**src/verilog/ccti_pkg.sv**
```systemverilog
// Operation
// - Compare clear result against both thresholds.
// - Low threshold bytes at 0x04 and 0x05.
// - High threshold bytes at 0x06 and 0x07.
// - Persistence code in bits 3:0 of 0x0C.
// - Code 0000 fires every integration cycle.
// - Code 0001 fires on one outside result.
// - Codes 0010, 0011 need two, three consecutive.
// - Codes 0100 to 1111 need 5 to 60.
// - Config bit 1 stretches wait twelvefold.
// - Gain code in bits 1:0 of 0x0F.
// - Interrupt only while enable bit 4 set.
// - Pending interrupt holds until clear command 00110.
// - Status bit 4 shows pending interrupt.
// - Wait counted in 2.4 ms steps.
package ccti_pkg;
  localparam logic [4:0] ADDR_ENABLE    = 5'h00;
  localparam logic [4:0] ADDR_WAIT      = 5'h03;
  localparam logic [4:0] ADDR_LOW_LSB   = 5'h04;
  localparam logic [4:0] ADDR_LOW_MSB   = 5'h05;
  localparam logic [4:0] ADDR_HIGH_LSB  = 5'h06;
  localparam logic [4:0] ADDR_HIGH_MSB  = 5'h07;
  localparam logic [4:0] ADDR_FILTER    = 5'h0C;
  localparam logic [4:0] ADDR_WAIT_CFG  = 5'h0D;
  localparam logic [4:0] ADDR_GAIN      = 5'h0F;
  localparam logic [4:0] ADDR_STATUS    = 5'h13;
  localparam int         BIT_IRQ_EN     = 4;
  localparam int         BIT_IRQ_PEND   = 4;
  localparam int         BIT_WAIT_LONG  = 1;
  localparam logic [4:0] SF_IRQ_CLEAR   = 5'h06;
  localparam logic [7:0] RESET_BYTE     = 8'h00;
  localparam logic [3:0] IRQ_FILTER_COUNT_EVERY     = 4'h0;
  localparam logic [3:0] IRQ_FILTER_COUNT_LINEAR    = 4'h3;
  localparam logic [5:0] IRQ_FILTER_COUNT_STEP      = 6'h05;
  localparam logic [5:0] CNT_MAX        = 6'h3F;
  localparam logic [11:0] WAIT_LONG_MUL = 12'h00C;
  localparam logic [8:0] WAIT_BASE      = 9'h100;
  localparam int         CLK_PERIOD_NS  = 10;
  localparam int         WAIT_STEP_NS   = 2400000;
  localparam int         WAIT_STEP_CYCLES = WAIT_STEP_NS / CLK_PERIOD_NS;
  typedef enum logic {CCTI_IDLE, CCTI_RUN} ccti_wait_state_t;
endpackage

```
**src/verilog/ccti_filt_if.sv**
```systemverilog
`timescale 1ns/1ns
// Signals between the register block and the persistence filter.
interface ccti_filt_if;
  logic        eval;
  logic [15:0] clear_value;
  logic [15:0] low_thresh;
  logic [15:0] high_thresh;
  logic [3:0]  irq_filter_count_code;
  logic        fire;
  modport owner  (output eval, clear_value, low_thresh, high_thresh,
                  irq_filter_count_code, input fire);
  modport filter (input eval, clear_value, low_thresh, high_thresh,
                  irq_filter_count_code, output fire);
endinterface

```
**src/verilog/ccti_top.sv**
```systemverilog
`timescale 1ns/1ns
module ccti_top
  import ccti_pkg::*;
#(
  parameter int WAIT_STEP_CYC = WAIT_STEP_CYCLES
)(
  input  wire logic        ref_clk_i,
  input  wire logic        reset_i,
  input  wire logic [4:0]  reg_addr_i,
  input  wire logic        reg_wr_i,
  input  wire logic [7:0]  reg_wdata_i,
  output logic      [7:0]  reg_rdata_o,
  input  wire logic        special_valid_i,
  input  wire logic [4:0]  special_code_i,
  input  wire logic        cycle_done_i,
  input  wire logic [15:0] clear_result_i,
  input  wire logic        wait_start_i,
  output logic             wait_busy_o,
  output logic             wait_done_o,
  output logic      [1:0]  analog_gain_code_o,
  output logic             irq_pin_o,
  output logic             irq_pin_oe_o
);
  logic [7:0]  low_thresh_lsb;
  logic [7:0]  low_thresh_msb;
  logic [7:0]  high_thresh_lsb;
  logic [7:0]  high_thresh_msb;
  logic [3:0]  consecutive_outside_count;
  logic        wait_times_twelve;
  logic [7:0]  wait_period_byte;
  logic        threshold_irq_enable;
  logic        threshold_irq_pending;
  logic        irq_clear;
  logic        irq_set;
  logic [7:0]  next_rdata;
  logic [11:0] wait_steps;
  logic [11:0] steps_left;
  logic [17:0] step_cnt;
  ccti_wait_state_t wait_state;

  ccti_filt_if filt ();

  // Writable configuration; reserved bits are simply not stored.
  always_ff @(posedge ref_clk_i) begin
    if (reset_i) begin
      low_thresh_lsb            <= RESET_BYTE;
      low_thresh_msb            <= RESET_BYTE;
      high_thresh_lsb           <= RESET_BYTE;
      high_thresh_msb           <= RESET_BYTE;
      consecutive_outside_count <= RESET_BYTE[3:0];
      wait_times_twelve         <= 1'b0;
      wait_period_byte          <= RESET_BYTE;
      threshold_irq_enable      <= 1'b0;
      analog_gain_code_o        <= RESET_BYTE[1:0];
    end else if (reg_wr_i) begin
      case (reg_addr_i)
        ADDR_LOW_LSB:  low_thresh_lsb <= reg_wdata_i;
        ADDR_LOW_MSB:  low_thresh_msb <= reg_wdata_i;
        ADDR_HIGH_LSB: high_thresh_lsb <= reg_wdata_i;
        ADDR_HIGH_MSB: high_thresh_msb <= reg_wdata_i;
        ADDR_FILTER:
          consecutive_outside_count <= reg_wdata_i[3:0];
        ADDR_WAIT_CFG:
          wait_times_twelve <= reg_wdata_i[BIT_WAIT_LONG];
        ADDR_WAIT:     wait_period_byte <= reg_wdata_i;
        ADDR_ENABLE:
          threshold_irq_enable <= reg_wdata_i[BIT_IRQ_EN];
        ADDR_GAIN:
          analog_gain_code_o <= reg_wdata_i[1:0];
        default: ;
      endcase
    end
  end

  // Hand the thresholds and the filter code to the persistence filter.
  assign filt.eval        = cycle_done_i;
  assign filt.clear_value = clear_result_i;
  assign filt.low_thresh  = {low_thresh_msb, low_thresh_lsb};
  assign filt.high_thresh = {high_thresh_msb, high_thresh_lsb};
  assign filt.irq_filter_count_code   = consecutive_outside_count;

  ccti_persist u_persist (
    .ref_clk_i (ref_clk_i),
    .reset_i   (reset_i),
    .f         (filt.filter)
  );

  // Pending flag; a new event in the clear cycle wins so none is lost.
  assign irq_clear = special_valid_i &&
                     special_code_i == SF_IRQ_CLEAR;
  assign irq_set   = filt.fire && threshold_irq_enable;
  always_ff @(posedge ref_clk_i) begin
    if (reset_i) begin
      threshold_irq_pending <= 1'b0;
    end else if (irq_set) begin
      threshold_irq_pending <= 1'b1;
    end else if (irq_clear) begin
      threshold_irq_pending <= 1'b0;
    end
  end

  // Open-drain pin: drive low while an interrupt is pending.
  always_ff @(posedge ref_clk_i) begin
    if (reset_i) begin
      irq_pin_o    <= 1'b0;
      irq_pin_oe_o <= 1'b0;
    end else begin
      irq_pin_o    <= 1'b0;
      irq_pin_oe_o <= threshold_irq_pending || irq_set;
    end
  end

  // Read mux; unmapped addresses and reserved bits read zero.
  always_comb begin
    next_rdata = 8'h00;
    case (reg_addr_i)
      ADDR_ENABLE:   next_rdata[BIT_IRQ_EN] = threshold_irq_enable;
      ADDR_WAIT:     next_rdata = wait_period_byte;
      ADDR_LOW_LSB:  next_rdata = low_thresh_lsb;
      ADDR_LOW_MSB:  next_rdata = low_thresh_msb;
      ADDR_HIGH_LSB: next_rdata = high_thresh_lsb;
      ADDR_HIGH_MSB: next_rdata = high_thresh_msb;
      ADDR_FILTER:   next_rdata[3:0] = consecutive_outside_count;
      ADDR_WAIT_CFG: next_rdata[BIT_WAIT_LONG] = wait_times_twelve;
      ADDR_GAIN:     next_rdata[1:0] = analog_gain_code_o;
      ADDR_STATUS:
        next_rdata[BIT_IRQ_PEND] = threshold_irq_pending;
      default:       next_rdata = 8'h00;
    endcase
  end

  always_ff @(posedge ref_clk_i) begin
    if (reset_i) begin
      reg_rdata_o <= 8'h00;
    end else begin
      reg_rdata_o <= next_rdata;
    end
  end

  // Two's-complement byte gives 256 minus value steps, times twelve if long.
  assign wait_steps = wait_times_twelve ?
    12'(12'(WAIT_BASE - 9'(wait_period_byte)) * WAIT_LONG_MUL) :
    12'(WAIT_BASE - 9'(wait_period_byte));

  // Wait timer; a start while busy is ignored to keep the period whole.
  always_ff @(posedge ref_clk_i) begin
    if (reset_i) begin
      wait_state  <= CCTI_IDLE;
      steps_left  <= 12'h000;
      step_cnt    <= 18'h00000;
      wait_busy_o <= 1'b0;
      wait_done_o <= 1'b0;
    end else begin
      wait_done_o <= 1'b0;
      case (wait_state)
        CCTI_IDLE: begin
          if (wait_start_i) begin
            wait_state  <= CCTI_RUN;
            steps_left  <= wait_steps;
            step_cnt    <= 18'h00000;
            wait_busy_o <= 1'b1;
          end
        end
        CCTI_RUN: begin
          if (step_cnt == 18'(WAIT_STEP_CYC - 1)) begin
            step_cnt   <= 18'h00000;
            steps_left <= steps_left - 12'h001;
            if (steps_left == 12'h001) begin
              wait_state  <= CCTI_IDLE;
              wait_busy_o <= 1'b0;
              wait_done_o <= 1'b1;
            end
          end else begin
            step_cnt <= step_cnt + 18'h00001;
          end
        end
        default: wait_state <= CCTI_IDLE;
      endcase
    end
  end

  a_pend_set: assert property (@(posedge ref_clk_i) disable iff (reset_i)
    filt.fire && threshold_irq_enable |=> threshold_irq_pending
    ##1 irq_pin_oe_o)
    else $error("Enabled fire did not set the pending flag.");
  a_pend_disabled: assert property (@(posedge ref_clk_i) disable iff (reset_i)
    !threshold_irq_pending && !(filt.fire && threshold_irq_enable)
    |=> !threshold_irq_pending)
    else $error("Pending flag rose without an enabled event.");
  a_pend_clear: assert property (@(posedge ref_clk_i) disable iff (reset_i)
    irq_clear && !irq_set |=> !threshold_irq_pending)
    else $error("Clear command left the interrupt pending.");
  a_pend_hold: assert property (@(posedge ref_clk_i) disable iff (reset_i)
    threshold_irq_pending && !irq_clear |=> threshold_irq_pending)
    else $error("Pending interrupt dropped without a clear command.");
  a_status_bit: assert property (@(posedge ref_clk_i) disable iff (reset_i)
    reg_addr_i == 5'h13 |=> reg_rdata_o == {3'h0,
    $past(threshold_irq_pending), 4'h0})
    else $error("Status read does not show the pending flag.");
  a_gain_write: assert property (@(posedge ref_clk_i) disable iff (reset_i)
    reg_wr_i && reg_addr_i == 5'h0F |=>
    analog_gain_code_o == $past(reg_wdata_i[1:0]))
    else $error("Gain code did not take the written value.");
  a_wait_long: assert property (@(posedge ref_clk_i) disable iff (reset_i)
    wait_state == CCTI_IDLE && wait_start_i && wait_times_twelve &&
    wait_period_byte == 8'hFF |=> steps_left == 12'h00C)
    else $error("Long wait of one step did not give twelve steps.");
endmodule

```
**src/verilog/ccti_persist.sv**
```systemverilog
`timescale 1ns/1ns
module ccti_persist
  import ccti_pkg::*;
(
  input  wire logic     ref_clk_i,
  input  wire logic     reset_i,
  ccti_filt_if.filter   f
);
  logic [5:0] outside_cnt;
  logic [5:0] next_outside_cnt;
  logic       outside;
  logic       fire;

  // Consecutive outside results needed for a given filter code.
  function automatic logic [5:0] required_count(input logic [3:0] code);
    logic [5:0] steps;
    steps = 6'(code) - 6'(IRQ_FILTER_COUNT_LINEAR);
    if (code <= IRQ_FILTER_COUNT_LINEAR) begin
      required_count = 6'(code);
    end else begin
      required_count = 6'(steps * IRQ_FILTER_COUNT_STEP);
    end
  endfunction

  // Outside means strictly below low or strictly above high.
  assign outside = (f.clear_value < f.low_thresh) ||
                   (f.clear_value > f.high_thresh);
  // The counter saturates so a long run never wraps back to zero.
  assign next_outside_cnt = outside ?
    ((outside_cnt == CNT_MAX) ? outside_cnt : outside_cnt + 6'h01) :
    6'h00;

  // Counter moves only on a finished integration.
  always_ff @(posedge ref_clk_i) begin
    if (reset_i) begin
      outside_cnt <= 6'h00;
    end else if (f.eval) begin
      outside_cnt <= next_outside_cnt;
    end
  end

  // Fire decision, one cycle after the evaluation strobe.
  always_ff @(posedge ref_clk_i) begin
    if (reset_i) begin
      fire <= 1'b0;
    end else begin
      fire <= f.eval && ((f.irq_filter_count_code == IRQ_FILTER_COUNT_EVERY) ||
              (outside && next_outside_cnt >= required_count(f.irq_filter_count_code)));
    end
  end
  assign f.fire = fire;

  a_every_cycle: assert property (@(posedge ref_clk_i) disable iff (reset_i)
    f.eval && f.irq_filter_count_code == 4'h0 |=> fire)
    else $error("Code zero did not fire after an integration.");
  a_single_out: assert property (@(posedge ref_clk_i) disable iff (reset_i)
    f.eval && f.irq_filter_count_code == 4'h1 && outside |=> fire)
    else $error("Single outside result did not fire.");
  a_inrange_reset: assert property (@(posedge ref_clk_i) disable iff (reset_i)
    f.eval && !outside |=> outside_cnt == 6'h00 && $past(f.irq_filter_count_code) == 4'h0
    || outside_cnt == 6'h00 && !fire)
    else $error("In-range result did not reset the run.");
  a_quiet_between: assert property (@(posedge ref_clk_i) disable iff (reset_i)
    !f.eval |=> !fire && $stable(outside_cnt))
    else $error("Filter changed without an integration.");
  a_run_of_five: assert property (@(posedge ref_clk_i) disable iff (reset_i)
    f.eval && f.irq_filter_count_code == 4'h4 && outside && outside_cnt == 6'h03
    |=> !fire)
    else $error("Code 0100 fired after only four results.");
endmodule

```
**config.mk**
```make
export PLATFORM = sky130hd
export DESIGN_NAME = ccti_top
export DESIGN_NICKNAME = d
export VERILOG_FILES = /design/src/verilog/ccti_pkg.sv /design/src/verilog/ccti_filt_if.sv /design/src/verilog/ccti_top.sv /design/src/verilog/ccti_persist.sv
export SDC_FILE = /design/constraint.sdc
export NUM_CORES = 1
export LEC_CHECK = 0
export ABC_AREA = 1
export BUFFER_PORTS_ARGS = -buffer_cell sky130_fd_sc_hd__buf_2
export CAP_MARGIN = 10
export CORE_MARGIN = 10
export CORE_UTILIZATION = 35
export DETAILED_ROUTE_END_ITERATION = 6
export GPL_ROUTABILITY_DRIVEN = 0
export PLACE_DENSITY = 0.61
export SLEW_MARGIN = 30
export SYNTH_ARGS = -nofsm -noshare
export SYNTH_HDL_FRONTEND = slang
export SYNTH_SLANG_ARGS = --single-unit
```
**constraint.sdc**
```tcl
create_clock -name ref_clk_i -period 6.2 [get_ports ref_clk_i]
set_input_delay 1.24 -clock ref_clk_i [delete_from_list [all_inputs] [get_ports ref_clk_i]]
set_output_delay 1.24 -clock ref_clk_i [all_outputs]
set_load 0.02 [all_outputs]
```
* Word-level counts from Yosys, hierarchy flattened *
Cells that the tools add are included.

word-level totals
  output and inout bits = 14
  flip-flop bits (word level) = 98

cells by class
  equality and inequality tests = 16
  reduce and logical (&&, ||, !) cells = 22
  mux-type cells = 27
  $lt $le $gt $ge = 4
  $add $sub $neg = 5
  multiply operators = 2
  bitwise gates (word level) = 2

operators by type and width
  kind                                                                  count
  12-bit two-way mux                                                    3
  18-bit two-way mux                                                    2
  18-bit one-hot mux with 2 select lines                                1
  5-bit by 3-bit == test with 1-bit output, second input constant       5
  6-bit two-way mux                                                     4
  12-bit one-hot mux with 2 select lines                                1
  2-bit AND reduction                                                   10
  18-bit by 1-bit adder with 18-bit output, second input constant       1
  18-bit == test, second input constant                                 1
  16-bit > comparator                                                   1
  16-bit less-than comparator                                           1
  5-bit by 4-bit == test with 1-bit output, second input constant       3
  3-bit one-hot mux with 5 select lines                                 1
  1-bit one-hot mux with 7 select lines                                 2
  12-bit by 1-bit == test with 1-bit output, second input constant      1
  12-bit by 2-bit multiplier with 10-bit output, second input constant  1
  2-bit one-hot mux with 6 select lines                                 1
  12-bit by 1-bit subtractor with 12-bit output, second input constant  1
  9-bit by 8-bit subtractor with 10-bit output, first input constant    1
  1-bit two-way mux                                                     9
  1-bit one-hot mux with 8 select lines                                 1
  6-bit by 1-bit adder with 6-bit output, second input constant         1
  6-bit == test, second input constant                                  1
  6-bit greater-or-equal comparator                                     1
  other kinds (16)                                                      24

* Logic depth before layout (Yosys ltp) *
  depth in word-level cells = 8
  mapped depth = 20

* Modules after synthesis *
Synthesis repeated with hierarchy kept, for this count alone.

unflattened totals
  cell total of the unflattened synthesis = 941
  area, all modules = 6533.8 um^2

by module, submodules not included
  module        area an instance (um^2)  cells each  times used
  ccti_top      4953.5                   698         1
  ccti_persist  1580.3                   243         1

* Least setup slack after synthesis *
No wires, ideal clock.

  path kind = in2reg
  from = input port clear_result_i[7]
  to = register u_persist.fire (netlist: u_persist.f.fire)
  path buffers = 0
  arrival time = 2.975 ns
  data required time = 6.084 ns
  stages on the path = 18
  path slack = 3.109 ns
  cell sequence = ha_1 -> nand2_1 -> inv_1 -> a21oi_1 -> nand3_1 -> nand2_1 -> nand2_1 -> nand2_1 -> nand2_1 -> nand2_1 -> inv_1 -> ha_1 -> inv_1 -> nor2_1 -> o211ai_1 -> o2111ai_1 -> nand2_1 -> a21oi_1

on the way
  cells in the longest elaborated chain, start to end = 7
  elaborated cells on any way between the ends = 8
  classes of those cells = 3 x order compare; 1 x mux; 4 x reduce/logical

ends and longest elaborated chain
  item                                                                line                                    source
  start, declared                                                     ccti_top.sv:16                          input wire logic [15:0] clear_result_i,
  16-bit less-than comparator or 16-bit > comparator (tied branches)  ccti_persist.sv:26, ccti_persist.sv:27
  1-bit logical OR *                                                  ccti_persist.sv:26                      assign outside = (f.clear_value < f.low_thresh) ||
  6-bit two-way mux *                                                 ccti_persist.sv:29                      assign next_outside_cnt = outside ?
  named net u_persist.next_outside_cnt[1]                             ccti_persist.sv:10                      logic [5:0] next_outside_cnt;
  6-bit greater-or-equal comparator *                                 ccti_persist.sv:48                      (outside && next_outside_cnt >= required_count(f.irq_filter_count_code)));
  1-bit logical AND *                                                 ccti_persist.sv:48
  1-bit logical OR *                                                  ccti_persist.sv:47                      fire <= f.eval && ((f.irq_filter_count_code == IRQ_FILTER_COUNT_EVERY) ||
  1-bit logical AND *                                                 ccti_persist.sv:47
  end signal, assigned                                                ccti_persist.sv:47
  end, declared                                                       ccti_persist.sv:12                      logic fire;

The timed path passes the listed nets; every way through them passes the cells marked *.
A chain may end at the register's enable or synchronous reset.

* Worst setup path after layout *
  from = input port clear_result_i[11]
  to = register u_persist.fire (netlist: u_persist.f.fire)

The elaborated chain is that of the path after synthesis.

==> impl_metrics.prom <==
# TYPE chip_impl_metric gauge
chip_impl_metric{name="postRouteAntennaNets",unit=""} 0
chip_impl_metric{name="proportion_of_synthesized_chip_area_in_sequential_cells",unit="%"} 31.4
chip_impl_info{name="cp_slowest_cell",value="sky130_fd_sc_hd__nor3_1"} 1
chip_impl_metric{name="syn_inst",unit=""} 894
chip_impl_metric{name="final_util",unit="%"} 40.1
chip_impl_info{name="run_status",value="finished, final reports clean"} 1
chip_impl_metric{name="max_slew.worst_pin.slew",unit="ns"} 0.768
chip_impl_metric{name="cts-resized-gates",unit=""} 0
chip_impl_metric{name="floorplan.initialDensity",unit="%"} 35.9
chip_impl_metric{name="synthDistinctLibCells",unit=""} 49
chip_impl_metric{name="peakVddDrop",unit="mV"} 0.187
chip_impl_metric{name="fp.coreArea",unit="mm²"} 0.0174
chip_impl_info{name="synth_flop_cell",value="sky130_fd_sc_hd__dfxtp_1"} 1
chip_impl_metric{name="floorplan.die_area",unit="mm²"} 0.0236
chip_impl_metric{name="r2r_slack",unit="ns"} 3.14
chip_impl_metric{name="grt_pass1_vias",unit=""} 5564
chip_impl_metric{name="groute.usage.overall",unit="%"} 13.9
chip_impl_info{name="critPathLaunchType",value="input pin"} 1
chip_impl_info{name="cpMostUsedCell",value="sky130_fd_sc_hd__nand2_1"} 1
chip_impl_metric{name="mappedNetlistArea",unit="mm²"} 0.00625
chip_impl_metric{name="globalRouteOverflowTotal",unit=""} 0
chip_impl_info{name="critPathCaptureType",value="flop"} 1
chip_impl_metric{name="clock_tree.buffer_depth",unit=""} 2
chip_impl_metric{name="nFillCells",unit=""} 1854
chip_impl_metric{name="max_cap_violations",unit=""} 0
chip_impl_metric{name="finalWirelength",unit="µm"} 16600
chip_impl_metric{name="area_delta_synth_final",unit="%"} 11.7
chip_impl_metric{name="drc_violations",unit=""} 0
chip_impl_metric{name="worst_clock_skew",unit="ns"} 0.0106
chip_impl_metric{name="grt_pass1_wl",unit="µm"} 27600
chip_impl_metric{name="synth_edf_count",unit=""} 0
chip_impl_metric{name="hpwlAfterDp",unit="µm"} 12600
chip_impl_metric{name="fp.dieH",unit="µm"} 154
chip_impl_metric{name="cellPowerDensity",unit="mW/mm²"} 209
chip_impl_metric{name="net-switching-power",unit="µW"} 418
chip_impl_metric{name="seq_power_share",unit="%"} 45.0
chip_impl_metric{name="p_int",unit="µW"} 1040
chip_impl_metric{name="cts.hold.buffers_added",unit=""} 0
chip_impl_info{name="rr_endpoint",value="u_persist.f.fire"} 1
chip_impl_metric{name="async_reset_ff_share",unit="%"} 0
chip_impl_metric{name="critical_path_required",unit="ns"} 6.45
chip_impl_metric{name="multiInputGateArea",unit="mm²"} 0.00363
chip_impl_metric{name="synthDominantCellAreaShare",unit="%"} 31.4
chip_impl_metric{name="pwr-share-comb",unit="%"} 14.9
chip_impl_metric{name="leakagePower",unit="µW"} 0.00300
chip_impl_metric{name="finalCriticalPeriod",unit="ns"} 3.23
chip_impl_metric{name="finalNetCount",unit=""} 1032
chip_impl_metric{name="route.detailed.vias_per_inst",unit=""} 4.92
chip_impl_metric{name="synth_nets",unit=""} 992
chip_impl_info{name="tritoncts_clock_tree",value="yes"} 1
chip_impl_metric{name="drt_iter0_drc",unit=""} 318
chip_impl_metric{name="via_count",unit=""} 5732
chip_impl_metric{name="antenna_diode_count",unit=""} 0
chip_impl_metric{name="synthesized_area_divided_by_synthesized_cell_count",unit="µm²"} 6.99
chip_impl_info{name="cp_cell_sequence",value="buf_2 -> ha_1 -> nand4_1 -> nor3_1 -> nand4_1 -> nand2_1 -> nand2_1 -> nand2_1 -> inv_1 -> ha_1 -> inv_1 -> nor2_1 -> o211ai_1 -> o2111ai_1 -> nand2_1 -> a21oi_1"} 1
chip_impl_info{name="synth_common_cells",value="sky130_fd_sc_hd__nand2_1 (141), sky130_fd_sc_hd__inv_1 (134), sky130_fd_sc_hd__a21oi_1 (105), sky130_fd_sc_hd__dfxtp_1 (98), sky130_fd_sc_hd__o21ai_0 (73)"} 1
chip_impl_info{name="synth.top_cells.by_area",value="sky130_fd_sc_hd__dfxtp_1 (31%), sky130_fd_sc_hd__ha_1 (11%), sky130_fd_sc_hd__nand2_1 (8.5%), sky130_fd_sc_hd__a21oi_1 (8.4%), sky130_fd_sc_hd__inv_1 (8.0%)"} 1
chip_impl_metric{name="tritoncts.num_buffers",unit=""} 9
chip_impl_metric{name="first_pass_iters",unit=""} 4
chip_impl_metric{name="min_delay_path_depth",unit=""} 2
chip_impl_metric{name="cts.htree.levels",unit=""} 3
chip_impl_metric{name="report.final.hold_viol_count",unit=""} 0
chip_impl_info{name="post-synth-top-count-cell",value="sky130_fd_sc_hd__nand2_1"} 1
chip_impl_info{name="setup_repair_after_global_routing_missed_its_margin",value="no"} 1
chip_impl_metric{name="fmax",unit="MHz"} 310
chip_impl_metric{name="synth_seq_cells",unit=""} 98
chip_impl_metric{name="clock_latency",unit="ns"} 0.35
chip_impl_metric{name="clockPowerShare",unit="%"} 40.1
chip_impl_metric{name="rr_worst_depth",unit=""} 16
chip_impl_info{name="worst_hold_path.endpoint",value="step_cnt[10]"} 1
chip_impl_metric{name="post-cts-setup-buffers",unit=""} 0
chip_impl_info{name="r2r-start",value="consecutive_outside_count[0]"} 1
chip_impl_metric{name="final_min_period_over_clock_period",unit="%"} 52.1
chip_impl_metric{name="setup_viol",unit=""} 0
chip_impl_metric{name="grt_start_max_net_pins",unit=""} 61
chip_impl_metric{name="cpPeakStageDelay",unit="ns"} 0.32
chip_impl_metric{name="io_buffers",unit=""} 52
chip_impl_metric{name="critical_path_arrival",unit="ns"} 3.48
chip_impl_metric{name="crit_path_max_fanout",unit=""} 7
chip_impl_info{name="hold_path.startpoint",value="step_cnt[10]"} 1
chip_impl_metric{name="tns_setup",unit="ns"} 0
chip_impl_info{name="timing.setup.critical_path_class",value="in2reg"} 1
chip_impl_metric{name="numClockSinks",unit=""} 98
chip_impl_info{name="synthDominantAreaCellType",value="sky130_fd_sc_hd__dfxtp_1"} 1
chip_impl_metric{name="standard_cell_rows",unit=""} 48
chip_impl_info{name="timing.hold.worst.class",value="reg2reg"} 1
chip_impl_metric{name="routedWlPerCell",unit="µm"} 14.2
chip_impl_metric{name="max_slew_margin",unit="%"} 48.8
chip_impl_metric{name="antenna_violations_before_repair",unit=""} 1
chip_impl_info{name="root_buffer",value="sky130_fd_sc_hd__clkbuf_16"} 1
chip_impl_metric{name="ios",unit=""} 54
chip_impl_metric{name="synth.yosys.warnings",unit=""} 0
chip_impl_metric{name="drive_gt1_share",unit="%"} 10.9
chip_impl_metric{name="dieWidth",unit="µm"} 154
chip_impl_metric{name="sw_frac_of_total",unit="%"} 28.6
chip_impl_metric{name="layout.area.seq",unit="mm²"} 0.00196
chip_impl_metric{name="worst_setup_hold_path_clk_slew",unit="ns"} 0.07
chip_impl_metric{name="final-max-slew-violation-count",unit=""} 0
## how the worst max path moves through the flow
stage / from / endpoint / slack, ns / cells past startpoint
after floorplan: clear_result_i[7] / u_persist.f.fire / 3.11 / 18
after global placement: clear_result_i[7] / u_persist.f.fire / 2.65 / 16
after detailed placement: clear_result_i[7] / u_persist.f.fire / 2.63 / 16
after CTS: clear_result_i[7] / u_persist.f.fire / 2.99 / 16
after global routing: clear_result_i[11] / u_persist.f.fire / 2.70 / 16
final: clear_result_i[11] / u_persist.f.fire / 2.97 / 16
## metal layers
layer	vias up	GRT usage [%]	wire [µm]
li1	3061	-	-
met1	2547	17.2	8000
met2	105	23.3	7500
met3	19	3.71	789
met4	0	3.82	274
met5	-	0	0
## sequential cells by signal, indices dropped and copies added (netlist names), 2 cells and up
register and flops:
analog_gain_code_o 2, consecutive_outside_count 4, high_thresh_lsb 8, high_thresh_msb 8, low_thresh_lsb 8, low_thresh_msb 8, reg_rdata_o 8, step_cnt 18
steps_left 12, u_persist.outside_cnt 6, wait_period_byte 8
## power by group through the flow
stage | registers, µW | logic [µW] | clock network, µW
2_1_floorplan | 669 | 159 | 0
3_3_place_gp | 672 | 216 | 0
3_5_place_dp | 672 | 218 | 0
4_1_cts | 658 | 219 | 602
5_1_grt | 660 | 253 | 627
6_report | 658 | 218 | 585
## cells by family after synthesis
group,synth area share (%)
xor gates and xnor gates,2.52
DFF,31.4
muxes,0.160
other,0.0600
AOI/OAI and AO/OA,20.9
and+or+nand+nor,22.5
buffers and inverters,10.6
adders and majority gates,11.8
## worst max-delay path: cells and delay by family
family,cells,cell delay (ns)
adders and majority gates,2,0.61
AOI/OAI and AO/OA,3,0.31
buffers and inverters,3,0.22
and+or+nand+nor,8,1.08
## cells in the final DEF, fill, tap and decap left out, types with 2 or more instances in the layout
cell                        Yosys  final
sky130_fd_sc_hd__nand2_1      141    141
sky130_fd_sc_hd__inv_1        134    134
sky130_fd_sc_hd__a21oi_1      105    105
sky130_fd_sc_hd__dfxtp_1       98     98
sky130_fd_sc_hd__o21ai_0       73     73
sky130_fd_sc_hd__nor2_1        69     69
sky130_fd_sc_hd__ha_1          56     56
sky130_fd_sc_hd__buf_2          4     52
sky130_fd_sc_hd__nand3_1       45     45
sky130_fd_sc_hd__o22ai_1       17     17
sky130_fd_sc_hd__nand4_1       15     15
sky130_fd_sc_hd__nor3_1        14     14
sky130_fd_sc_hd__o21ai_1       14     14
sky130_fd_sc_hd__xor2_1        10     10
sky130_fd_sc_hd__clkbuf_16      0      9
sky130_fd_sc_hd__xnor2_1        8      8
sky130_fd_sc_hd__nand2_2        7      7
sky130_fd_sc_hd__inv_2          6      6
sky130_fd_sc_hd__a211oi_1       5      5
sky130_fd_sc_hd__a31oi_1        5      5
sky130_fd_sc_hd__o211ai_1       4      4
sky130_fd_sc_hd__nor3_2         3      3
sky130_fd_sc_hd__nor2_2         3      3
sky130_fd_sc_hd__nand3_2        3      3
sky130_fd_sc_hd__nand3b_1       3      3
sky130_fd_sc_hd__inv_6          0      3
sky130_fd_sc_hd__o21bai_1       2      2
sky130_fd_sc_hd__or2_2          2      2
sky130_fd_sc_hd__and2_1         2      2
sky130_fd_sc_hd__clkinv_1       2      2
sky130_fd_sc_hd__nor2_4         2      2
sky130_fd_sc_hd__o21a_1         2      2
sky130_fd_sc_hd__nor3_4         2      2
sky130_fd_sc_hd__o31ai_1        2      2
sky130_fd_sc_hd__a221oi_1       2      2
sky130_fd_sc_hd__a211oi_2       2      2
sky130_fd_sc_hd__fa_1           2      2
sky130_fd_sc_hd__buf_4          2      2
## cell type report
cell class | instances | share of cell area (%)
well taps | 225 | 4.03
inverters | 142 | 7.63
multi-input cells | 629 | 51.9
flip-flops and latches | 98 | 28.1
clock inverters | 7 | 1.16
clock buffers | 9 | 3.22
repair buffers | 54 | 3.94
## stage by stage
stage               instance area [µm²]  hold WS, ns  power [µW]  setup slack (ns)  std cells
floorplan                          6250        0.444         828              3.11        894
global placement                   6680        0.459         888              2.65       1148
detailed placement                 6680        0.467         890              2.63       1148
CTS                                6990        0.478        1480              2.99       1164
global route                       6990        0.514        1540              2.70       1164
finish                             6990        0.475        1460              2.97       1164
(Power assumes the default switching activity.)
